$ cat config.mk
export PLATFORM = sky130hd
export DESIGN_NAME = peb_host
export DESIGN_NICKNAME = d
export VERILOG_FILES = /design/src/include/peb_pkg.sv /design/src/logic/peb_host.sv
export SDC_FILE = /design/constraint.sdc
export NUM_CORES = 1
export LEC_CHECK = 0
export ABC_CLOCK_PERIOD_IN_PS = 5100
export BUFFER_PORTS_ARGS = -buffer_cell sky130_fd_sc_hd__buf_4
export CAP_MARGIN = 25
export CORE_UTILIZATION = 60
export DETAILED_ROUTE_END_ITERATION = 10
export HOLD_SLACK_MARGIN = 0.15
export PLACE_DENSITY = 0.83
export SLEW_MARGIN = 25
export SYNTH_ARGS = -nofsm -noshare
export SYNTH_HDL_FRONTEND = slang
export SYNTH_SLANG_ARGS = --single-unit
export TNS_END_PERCENT = 5
$ cat constraint.sdc
create_clock -name core_clk -period 5.1 [get_ports core_clk]
set_input_delay 1.02 -clock core_clk [delete_from_list [all_inputs] [get_ports core_clk]]
set_output_delay 1.02 -clock core_clk [all_outputs]
set_load 0.01 [all_outputs]
$ cat src/include/peb_pkg.sv
// Package for the parallel EEPROM host controller
package peb_pkg;
   localparam int unsigned CLK_HZ = 40000000;
   localparam int unsigned ADDR_W = 9;
   localparam int unsigned DATA_W = 8;
   localparam int unsigned PAGE_LSB = 4;
   localparam int unsigned POLL_BIT = 7;
   // Times in microseconds as documented
   localparam int unsigned PROGRAM_TIME_MAX_US = 10000;
   localparam int unsigned POWERUP_READ_DELAY_US = 1000;
   localparam int unsigned POWERUP_WRITE_DELAY_US = 5000;
   localparam int unsigned BYTE_LOAD_WINDOW_US = 20;
   localparam int unsigned CYC_PER_US = CLK_HZ / 1000000;
   localparam int unsigned PROGRAM_TIME_MAX_CYC = PROGRAM_TIME_MAX_US * CYC_PER_US;
   localparam int unsigned POWERUP_READ_DELAY_CYC = POWERUP_READ_DELAY_US * CYC_PER_US;
   localparam int unsigned POWERUP_WRITE_DELAY_CYC = POWERUP_WRITE_DELAY_US * CYC_PER_US;
   // Strobe low phase: 100 ns minimum pulse width, rounded up
   localparam int unsigned STROBE_NS = 100;
   // Scaled via cycles per microsecond so the product stays inside 32 bits
   localparam int unsigned STROBE_CYC = (STROBE_NS * CYC_PER_US + 999) / 1000;
   localparam int unsigned CNT_W = 24;
   localparam logic [3:0] STROBE_CYC_C = 4'(STROBE_CYC);

   typedef struct packed {
      logic chip_sel_n;
      logic out_drive_n;
      logic write_strobe_n;
   } peb_strobe_s;

   typedef enum logic [2:0] {
      PEB_PWRUP = 3'b000,
      PEB_IDLE = 3'b001,
      PEB_WSTROBE = 3'b011,
      PEB_RSTROBE = 3'b010,
      PEB_POLL = 3'b110,
      PEB_WAITPRG = 3'b111
   } peb_state_e;
endpackage

$ cat src/logic/peb_host.sv
// Host controller driving a byte-wide EEPROM port
// Overview of operation
// - Wait 10 ms after write unless polling
// - Wait 1 ms after power-up before reads
// - Wait 5 ms after power-up before writes
// - Output-drive pulses between page loads allowed
// - Each page byte uses single-write sequencing
// - Completion polls are ordinary read cycles
// - Keep page address bits fixed per page
`timescale 1ns/10ps
`default_nettype none
module peb_host
   import peb_pkg::*;
#(
   parameter int unsigned PGM_CYC = PROGRAM_TIME_MAX_CYC, // Write cycle limit
   parameter int unsigned PUR_CYC = POWERUP_READ_DELAY_CYC, // Power-up to read
   parameter int unsigned PUW_CYC = POWERUP_WRITE_DELAY_CYC, // Power-up to write
   parameter bit USE_POLL = 1'b1 // Poll bit 7 instead of full wait
) (
   input wire logic core_clk, // 40 MHz clock
   input wire logic rst, // Sync reset, high
   input wire logic req_valid, // Request present
   output logic req_ready, // Request taken this cycle
   input wire logic req_write, // 1 write, 0 read
   input wire logic req_last, // Last byte of page
   input wire logic [ADDR_W-1:0] req_addr, // Byte address
   input wire logic [DATA_W-1:0] req_wdata, // Write data
   output logic rd_valid, // Read data pulse
   output logic [DATA_W-1:0] rd_data, // Read data
   output logic busy, // Not idle
   output logic [ADDR_W-1:0] address_lines, // Address pins
   output peb_strobe_s strobes, // Active-low strobes
   input wire logic [DATA_W-1:0] data_in, // Data pins in
   output logic [DATA_W-1:0] data_out, // Data pins out
   output logic data_oe_n // Low while host drives data
);
   peb_state_e state, next_state;
   logic [CNT_W-1:0] cnt, next_cnt, up, next_up;
   logic [3:0] ph, next_ph;
   logic [ADDR_W-1:0] next_addr, last_addr, next_last_addr;
   logic [DATA_W-1:0] wdat, next_wdat, next_rd_data;
   logic last_bit, next_last_bit, is_last, next_is_last, next_rd_valid;
   logic page_open, next_page_open;
   peb_strobe_s next_strobes;
   logic next_oe_n;
   logic rd_ok, wr_ok;

   // Power-up counter saturates at the longer write delay
   assign rd_ok = up >= CNT_W'(PUR_CYC);
   assign wr_ok = up >= CNT_W'(PUW_CYC);
   assign busy = state != PEB_IDLE;
   // page writes are refused across a page change
   assign req_ready = state == PEB_IDLE && req_valid && (req_write ? (wr_ok &&
      (!page_open || req_addr[ADDR_W-1:PAGE_LSB] == last_addr[ADDR_W-1:PAGE_LSB])) : rd_ok);

   always_comb begin
      next_state = state;
      next_cnt = cnt;
      next_up = wr_ok ? up : up + 1'b1;
      next_ph = ph;
      next_addr = address_lines;
      next_last_addr = last_addr;
      next_wdat = wdat;
      next_rd_data = rd_data;
      next_rd_valid = 1'b0;
      next_last_bit = last_bit;
      next_is_last = is_last;
      next_page_open = page_open;
      next_strobes = strobes;
      next_oe_n = data_oe_n;
      unique case (state)
         PEB_PWRUP: begin
            if (rd_ok) begin
               next_state = PEB_IDLE;
            end
         end
         PEB_IDLE: begin
            // Data pins released one cycle after a write strobe rises
            next_oe_n = 1'b1;
            if (req_ready) begin
               next_addr = req_addr;
               next_ph = '0;
               if (req_write) begin
                  // address and data settle a cycle before the strobes fall
                  next_wdat = req_wdata;
                  next_last_addr = req_addr;
                  next_last_bit = req_wdata[POLL_BIT];
                  next_is_last = req_last;
                  next_page_open = !req_last;
                  next_oe_n = 1'b0;
                  next_state = PEB_WSTROBE;
               end else begin
                  next_strobes = '{chip_sel_n: 1'b0, out_drive_n: 1'b0, write_strobe_n: 1'b1};
                  next_cnt = cnt + 1'b1;
                  next_state = PEB_RSTROBE;
               end
            end else if (page_open && cnt >= CNT_W'(BYTE_LOAD_WINDOW_US * CYC_PER_US / 2)) begin
               // close page well inside the 20 us window
               next_page_open = 1'b0;
               next_cnt = '0;
               next_ph = '0;
               next_addr = last_addr;
               next_state = USE_POLL ? PEB_POLL : PEB_WAITPRG;
            end else begin
               next_cnt = cnt + 1'b1;
            end
         end
         PEB_WSTROBE: begin
            next_ph = ph + 1'b1;
            if (ph == 4'h0) begin
               // strobes fall once the address has had a cycle of setup
               next_strobes = '{chip_sel_n: 1'b0, out_drive_n: 1'b1, write_strobe_n: 1'b0};
            end
            if (ph == STROBE_CYC_C) begin
               // data latched by the write strobe rise, still driven at that edge
               next_strobes = '{chip_sel_n: 1'b1, out_drive_n: 1'b1, write_strobe_n: 1'b1};
               next_cnt = '0;
               next_ph = '0;
               next_state = is_last ? (USE_POLL ? PEB_POLL : PEB_WAITPRG) : PEB_IDLE;
            end
         end
         PEB_RSTROBE: begin
            next_ph = ph + 1'b1;
            next_oe_n = 1'b1;
            // reads between loads still age the open page
            next_cnt = cnt + 1'b1;
            if (ph == STROBE_CYC_C) begin
               next_rd_data = data_in;
               next_rd_valid = 1'b1;
               next_strobes = '{chip_sel_n: 1'b1, out_drive_n: 1'b1, write_strobe_n: 1'b1};
               next_state = PEB_IDLE;
            end
         end
         PEB_POLL: begin
            // ordinary read cycles on the last address
            next_oe_n = 1'b1;
            next_cnt = cnt + 1'b1;
            next_ph = ph + 1'b1;
            next_strobes = '{chip_sel_n: 1'b0, out_drive_n: 1'b0, write_strobe_n: 1'b1};
            if (ph == STROBE_CYC_C) begin
               next_strobes = '{chip_sel_n: 1'b1, out_drive_n: 1'b1, write_strobe_n: 1'b1};
               next_ph = '0;
               if (data_in[POLL_BIT] == last_bit || cnt >= CNT_W'(PGM_CYC)) begin
                  next_state = PEB_IDLE;
                  next_cnt = '0;
               end
            end
         end
         PEB_WAITPRG: begin
            next_oe_n = 1'b1;
            next_cnt = cnt + 1'b1;
            if (cnt >= CNT_W'(PGM_CYC)) begin
               next_state = PEB_IDLE;
               next_cnt = '0;
            end
         end
         default: begin
            next_state = PEB_PWRUP;
         end
      endcase
   end

   always_ff @(posedge core_clk) begin
      if (rst) begin
         state <= PEB_PWRUP;
         cnt <= '0;
         up <= '0;
         ph <= '0;
         address_lines <= '0;
         last_addr <= '0;
         wdat <= '0;
         rd_data <= '0;
         rd_valid <= 1'b0;
         last_bit <= 1'b0;
         is_last <= 1'b0;
         page_open <= 1'b0;
         strobes <= '{chip_sel_n: 1'b1, out_drive_n: 1'b1, write_strobe_n: 1'b1};
         data_oe_n <= 1'b1;
      end else begin
         state <= next_state;
         cnt <= next_cnt;
         up <= next_up;
         ph <= next_ph;
         address_lines <= next_addr;
         last_addr <= next_last_addr;
         wdat <= next_wdat;
         rd_data <= next_rd_data;
         rd_valid <= next_rd_valid;
         last_bit <= next_last_bit;
         is_last <= next_is_last;
         page_open <= next_page_open;
         strobes <= next_strobes;
         data_oe_n <= next_oe_n;
      end
   end

   assign data_out = wdat;

   property p_no_early_write;
      @(posedge core_clk) disable iff (rst) !strobes.write_strobe_n |-> wr_ok;
   endproperty
   a_no_early_write: assert property (p_no_early_write)
      else $error("write strobe before power-up write delay");
   property p_no_early_read;
      @(posedge core_clk) disable iff (rst) !strobes.out_drive_n |-> rd_ok;
   endproperty
   a_no_early_read: assert property (p_no_early_read)
      else $error("read before power-up read delay");
   property p_no_write_read;
      @(posedge core_clk) disable iff (rst) !(!strobes.write_strobe_n && !strobes.out_drive_n);
   endproperty
   a_no_write_read: assert property (p_no_write_read)
      else $error("write and output drive low together");
   property p_drive_on_write;
      @(posedge core_clk) disable iff (rst) !strobes.write_strobe_n |-> !data_oe_n && !strobes.chip_sel_n;
   endproperty
   a_drive_on_write: assert property (p_drive_on_write)
      else $error("write strobe without chip select or data drive");
   property p_no_contention;
      @(posedge core_clk) disable iff (rst) !strobes.out_drive_n |-> data_oe_n;
   endproperty
   a_no_contention: assert property (p_no_contention)
      else $error("host drives data during read");
   property p_addr_stable;
      @(posedge core_clk) disable iff (rst)
         !strobes.write_strobe_n && !$past(strobes.write_strobe_n) |-> $stable(address_lines);
   endproperty
   a_addr_stable: assert property (p_addr_stable)
      else $error("address moved during write strobe");
   property p_data_hold;
      @(posedge core_clk) disable iff (rst) $rose(strobes.write_strobe_n) |-> !data_oe_n && $stable(data_out);
   endproperty
   a_data_hold: assert property (p_data_hold)
      else $error("data not held at write strobe rise");
   property p_poll_addr;
      @(posedge core_clk) disable iff (rst) state == PEB_POLL |-> address_lines == last_addr;
   endproperty
   a_poll_addr: assert property (p_poll_addr)
      else $error("poll not on last written address");
   property p_no_write_prog;
      @(posedge core_clk) disable iff (rst)
         (state == PEB_POLL || state == PEB_WAITPRG) |-> strobes.write_strobe_n;
   endproperty
   a_no_write_prog: assert property (p_no_write_prog)
      else $error("write strobe during programming");
   property p_wait_full;
      @(posedge core_clk) disable iff (rst)
         $past(state) == PEB_WAITPRG && state != PEB_WAITPRG |-> $past(cnt) >= CNT_W'(PGM_CYC);
   endproperty
   a_wait_full: assert property (p_wait_full)
      else $error("programming wait cut short");
endmodule
`default_nettype wire

Word level (Yosys, flattened, before mapping)
Cells that the tools add are included.
- register bits after elaboration: 97
- input port bits: 30
- output and inout bits: 32
- word-level logic and storage cells: 111
- $add $sub $neg: 3
- magnitude comparators: 4
- eq/ne operators: 21
- multiplexer cells: 40
- bitwise logic cells: 1
- reduce and logical (&&, ||, !) cells: 26
- operators with widths (cell ; count):
    two-way mux 24 bit ; 7
    one-hot mux 24 bit (5 select lines) ; 1
    adder 24 x 1 -> 24 bit, second input constant ; 2
    two-way mux 3 bit ; 15
    >= comparator 24 x 16 -> 1 bit, second input constant ; 1
    >= comparator 24 x 18 -> 1 bit, second input constant ; 1
    >= comparator 24 x 19 -> 1 bit, second input constant ; 1
    >= comparator 24 x 9 -> 1 bit, second input constant ; 1
    two-way mux 9 bit ; 2
    one-hot mux 3 bit (6 select lines) ; 1
    inequality test 2 bit, second input constant ; 8
    two-way mux 4 bit ; 3
    one-hot mux 3 bit (4 select lines) ; 1
    one-hot mux 4 bit (3 select lines) ; 1
    AND reduction 3 bit ; 3
    two-way mux 1 bit ; 8
    AND reduction 7 bit ; 1
    == test 3 x 2 -> 1 bit, second input constant ; 2
    == test 3 bit, second input constant ; 2
    inequality test 3 bit, second input constant ; 2
    AND reduction 2 bit ; 3
    == test 5 bit ; 1
    AND reduction 5 bit ; 1
    nonzero test 5 bit ; 1
    19 further kinds ; 26

Depth between registers and ports, before layout
- depth in word-level cells: 7
- gate-level depth with buffers: 10
- gate-level depth less buffers: 8

Worst setup path after synthesis
OpenSTA, ideal clock, no wires.
- kind: in2out
- from: input port req_addr[7]
- to: output port req_ready
- data arrival time: 2.210 ns
- data required time: 4.080 ns
- slack: 1.870 ns
- stages on the path: 6
- path buffers: 0
- cells stage by stage: xor2_1 > nor3_1 > a21oi_1 > nor2_1 > o21ai_1 > inv_1
- cells in the longest elaborated chain, start to end: 5
- RTL lines (what ; line ; text):
    start, declared ; peb_host.sv:26 ; input wire logic [ADDR_W-1:0] req_addr,
    == test 5 bit ; peb_host.sv:54 ; (!page_open || req_addr[ADDR_W-1:PAGE_LSB] == last_addr[ADDR_W-1:PAGE_LSB])) : rd_ok);
    logical OR 1 bit ; peb_host.sv:54 ;
    logical AND 1 bit ; peb_host.sv:53 ; assign req_ready = state == PEB_IDLE && req_valid && (req_write ? (wr_ok &&
    two-way mux 1 bit ; peb_host.sv:53 ;
    logical AND 1 bit ; peb_host.sv:53 ;
    end, declared ; peb_host.sv:23 ; output logic req_ready,
No other way between the ends.

Final worst setup path
- from: register up[12]
- to: output port req_ready
- cells in the longest elaborated chain, start to end: 4
- elaborated cells on any way between the ends: 5
- those cells by class: order compare (2); mux (1); reduce/logical (2)
- RTL lines (what ; line ; text):
    start, declared ; peb_host.sv:38 ; logic [CNT_W-1:0] cnt, next_cnt, up, next_up;
    start signal, assigned ; peb_host.sv:182 ; up <= next_up;
    >= comparator 24 x 18 -> 1 bit ; peb_host.sv:50 ; assign wr_ok = up >= CNT_W'(PUW_CYC);
    logical AND 1 bit ; peb_host.sv:53 ;
    two-way mux 1 bit (*) ; peb_host.sv:53 ;
    logical AND 1 bit (*) ; peb_host.sv:53 ;
Mark *: on every way between the ends. The rest lies on a longest branch, timed or not.

==> results.txt <==
----------------------------------------------------
[Hold path]
  Type of the tightest min-delay check ... flip-flop to flip-flop

[Power and ir drop]
  Overall power of the completed layout ... 1470 µW
  Pleak ... 0.00195 µW
  Largest vdd supply drop ... 0.232 mV
  Power per standard cell area ... 280 nW/µm²

[Clocking]
  Clock Tree Buf Depth ... 2
  Total of hold buffers inserted after clock tree synthesis ... 0
  Post-CTS repair timing setup buffer count ... 0
  Clock latency at the later pin of the worst-skew pair ... 0.37 ns
  Max H-tree Level ... 3
  Count of instances resized after the clock tree is built ... 0
  CTS clock-pin slew for the worst setup and hold paths ... 0.10 ns
  Cts bufs inserted ... 9
  Cell at the root of the clock tree ... sky130_fd_sc_hd__clkbuf_8
  Clock tree from TritonCTS ... yes
  Number of sinks on the clock net ... 96

[Logic synthesis]
  Post-synthesis cell type count ... 63
  Number of warnings reported in the yosys synthesis log ... 0
  Number of instances in the synthesized netlist ... 558
  Area fraction in compound gates after synthesis ... 17.6%
  Top post-synthesis cells by count ... 96 x sky130_fd_sc_hd__dfxtp_1, 69 x sky130_fd_sc_hd__nor2_1, 66 x sky130_fd_sc_hd__nand2_1
  Synth Area in Simple Gates ... 27.8%
  Number of synthesized flops with an enable pin ... 0
  Fraction of registers with async set/reset ... 0%
  Summed instance area of the synthesized netlist ... 4580 µm²
  Seq cells post-synth ... 96
  Synth Net Count ... 594
  Top cell type's share of synthesized area ... 41.9%
  Mux contribution to synthesized area ... 2.21%
  Main combinational cell family by area after synthesis ... simple AND/OR/NAND/NOR gates
  Leading cell type by number of instances after synthesis ... sky130_fd_sc_hd__dfxtp_1
  Sequential-to-total area share from yosys stat ... 41.9%
  Largest area contributor in the netlist ... sky130_fd_sc_hd__dfxtp_1
  Top cells by area in the synthesized netlist ... sky130_fd_sc_hd__dfxtp_1 42%, sky130_fd_sc_hd__nor2_1 5.7%, sky130_fd_sc_hd__nand2_1 5.4%
  Post-synth top flop ... sky130_fd_sc_hd__dfxtp_1
  Post-Synth XOR/XNOR Area ... 4.97%
  Adder and majority gate portion of the synthesized area ... 1.64%
  Average cell area after synthesis ... 8.21 µm²

[Critical path]
  Worst-path fanout max ... 10
  CP max-delay cell ... sky130_fd_sc_hd__a31oi_4
  Endpoint class of the critical path ... output port
  Max stage delay on crit path ... 0.44 ns
  R2R Setup Slk ... 2.37 ns
  WP data arrival ... 2.55 ns
  Crit-path cells ... nor4_1 > o211ai_1 > a31oi_4 > nor2_1 > o21ai_1 > buf_4 > inv_1 > buf_4
  Start-to-end type of the worst setup path ... flip-flop to output port
  Data required time at the worst endpoint ... 4.08 ns
  Crit start category ... flip-flop
  Cell seen most often among critical-path stages ... sky130_fd_sc_hd__buf_4

[Floorplanning]
  Core Rows ... 31
  Overall die area ... 7990 µm²
  Core Region ... 7330 µm²
  Number of top-level pins ... 62
  Initial Util ... 62.5%
  Height of the die ... 89.4 µm
  Overall die width ... 89.4 µm

[STA]
  Number of pins with negative max-slew slack in the final report ... 0
  Portion of the clock cycle consumed by the worst path in the final layout ... 69.9%
  Final count of negative-setup-slack endpoints ... 0
  Setup repair after global routing missed its margin ... false
  Shortest clock period the worst path allows after layout ... 3.57 ns
  Sum of negative setup slack ... 0 ns
  Timing-limited maximum frequency ... 280 MHz
  Least-Margin Pin Slew ... 0.716 ns
  Tightest slew margin relative to the limit ... 52.3%
  Largest clock skew in the final design ... 0.0109 ns
  Number of endpoints with negative hold slack in the final report ... 0

[Place]
  RD Place Congestion ... 0.958
  Post-DP HPWL ... 7170 µm
  Count of buffers inserted at the top-level ports ... 61

[Detailed routing]
  Average routed wire per standard cell ... 14.7 µm
  Count of routing violations after the opening detailed-route iteration ... 388
  Detailed-routing iteration count for the pre-antenna-repair pass ... 5
  DRT antenna net count ... 0
  Final Routed Wirelength ... 10400 µm
  Via total after detailed routing ... 4232
  Via-per-instance ratio ... 5.98
  Residual DRC ... 0

[Run]
  Max-capacitance violation count ... 0

[Cells and area]
  Area growth from synthesis to final layout ... 14.8%
  Net count reported at finish ... 640
  Proportion of layout cells with a drive suffix above 1 ... 16.3%
  Ant. Diodes ... 0
  Sequential cell area in the final layout ... 1920 µm²
  Multi-input gate area in the final layout ... 2490 µm²
  Fill cell total of the finished layout ... 561

[Global route]
  Initial antenna violation count ... 0
  Number of global-route vias before repair ... 3769
  Pin count of the biggest net entering global routing ... 73
  Overall Global Routing Usage ... 27.4%
  Wire length of the first global-routing pass ... 17000 µm
  Total gr overflow ... 0

[Status]
  Run status ... completed

----------------------------------------------------
## cells in the final DEF (no fill, tap or decap), types with 7 or more instances in the layout
cell type,netlist,routed
sky130_fd_sc_hd__xnor2_1,11,11
sky130_fd_sc_hd__a21oi_1,36,36
sky130_fd_sc_hd__a31oi_1,9,8
sky130_fd_sc_hd__and3_1,10,10
sky130_fd_sc_hd__o21ai_0,19,19
sky130_fd_sc_hd__buf_4,1,63
sky130_fd_sc_hd__or4_1,10,10
sky130_fd_sc_hd__nor2_1,69,69
sky130_fd_sc_hd__clkbuf_8,0,9
sky130_fd_sc_hd__mux2i_1,9,9
sky130_fd_sc_hd__dfxtp_1,96,96
sky130_fd_sc_hd__xor2_1,15,15
sky130_fd_sc_hd__nand3_1,31,31
sky130_fd_sc_hd__nand4_1,8,8
sky130_fd_sc_hd__inv_1,12,12
sky130_fd_sc_hd__nor4_1,8,8
sky130_fd_sc_hd__a32o_1,7,7
sky130_fd_sc_hd__nand2_1,66,66
sky130_fd_sc_hd__o22ai_1,10,10
sky130_fd_sc_hd__nor3_1,24,24
## sequential cells by signal, summed over array words and instances, names as in the netlist, 3 cells and up
signal	flops
address_lines	9
strobes	3
state	3
cnt	24
data_out	8
rd_data	8
up	24
last_addr	9
ph	4
## where the power goes
group	internal [µW]	switching (µW)
clock	232	275
combinational	64.1	116
sequential	764	25.0
total	1060	415
## cell families (layout without fill, tap and decap cells)
logic type                 Yosys count  in the layout
buffers and inverters               42             93
muxes                               10             10
adders and majority gates            6              6
and+or+nand+nor                    260            260
xor gates and xnor gates            26             26
AOI/OAI and AO/OA                  118            118
DFF                                 96             96
## per-stage QoR
stage          setup slack [ns]  utilization, %  cells  hold slack (ns)  cell area, µm²
6_report                   1.53            71.8    708            0.458            5260
5_1_grt                    1.34            71.8    708            0.483            5260
4_1_cts                    1.54            71.8    708            0.463            5260
3_5_place_dp               1.60            69.0    692            0.449            5060
3_3_place_gp               1.67            68.9    692            0.443            5050
2_1_floorplan              1.87               -    558            0.437            4580
## final cells by class
| class | instances | area share, % |
|---|---|---|
| multi-input combinational | 420 | 47.3 |
| clock buffer | 9 | 2.35 |
| tap | 99 | 2.35 |
| inverter | 14 | 0.999 |
| timing repair buffer | 63 | 8.99 |
| sequential | 96 | 36.5 |
| clock inverter | 7 | 1.50 |
## critical path, delay by kind of cell (launching register included)
family	cells	cell delay (ns)
flip-flops	1	0.37
AND/OR/NAND/NOR	2	0.57
AO/OA/AOI/OAI	3	0.84
buffers and inverters	3	0.40
## final timing paths
path,startpoint,endpoint,cells after the start
worst max-delay path,up[12],req_ready,8
worst min-delay path,data_out[4],data_out[4],2
worst max register to register,state[1],cnt[23],7
worst min register to register,data_out[4],data_out[4],2
## layer usage
layer  global-route usage, %  share of wire [%]  vias up  wire (µm)
met5                       0                  0        -          0
met4                    7.94                1.1        0        120
met3                    5.54                6.8       17        707
met2                    46.4                 47      170       4950
met1                    35.4                 45     1955       4660
li1                        -                  -     2090          -
Note: power is estimated with default switching activity, not from simulation.
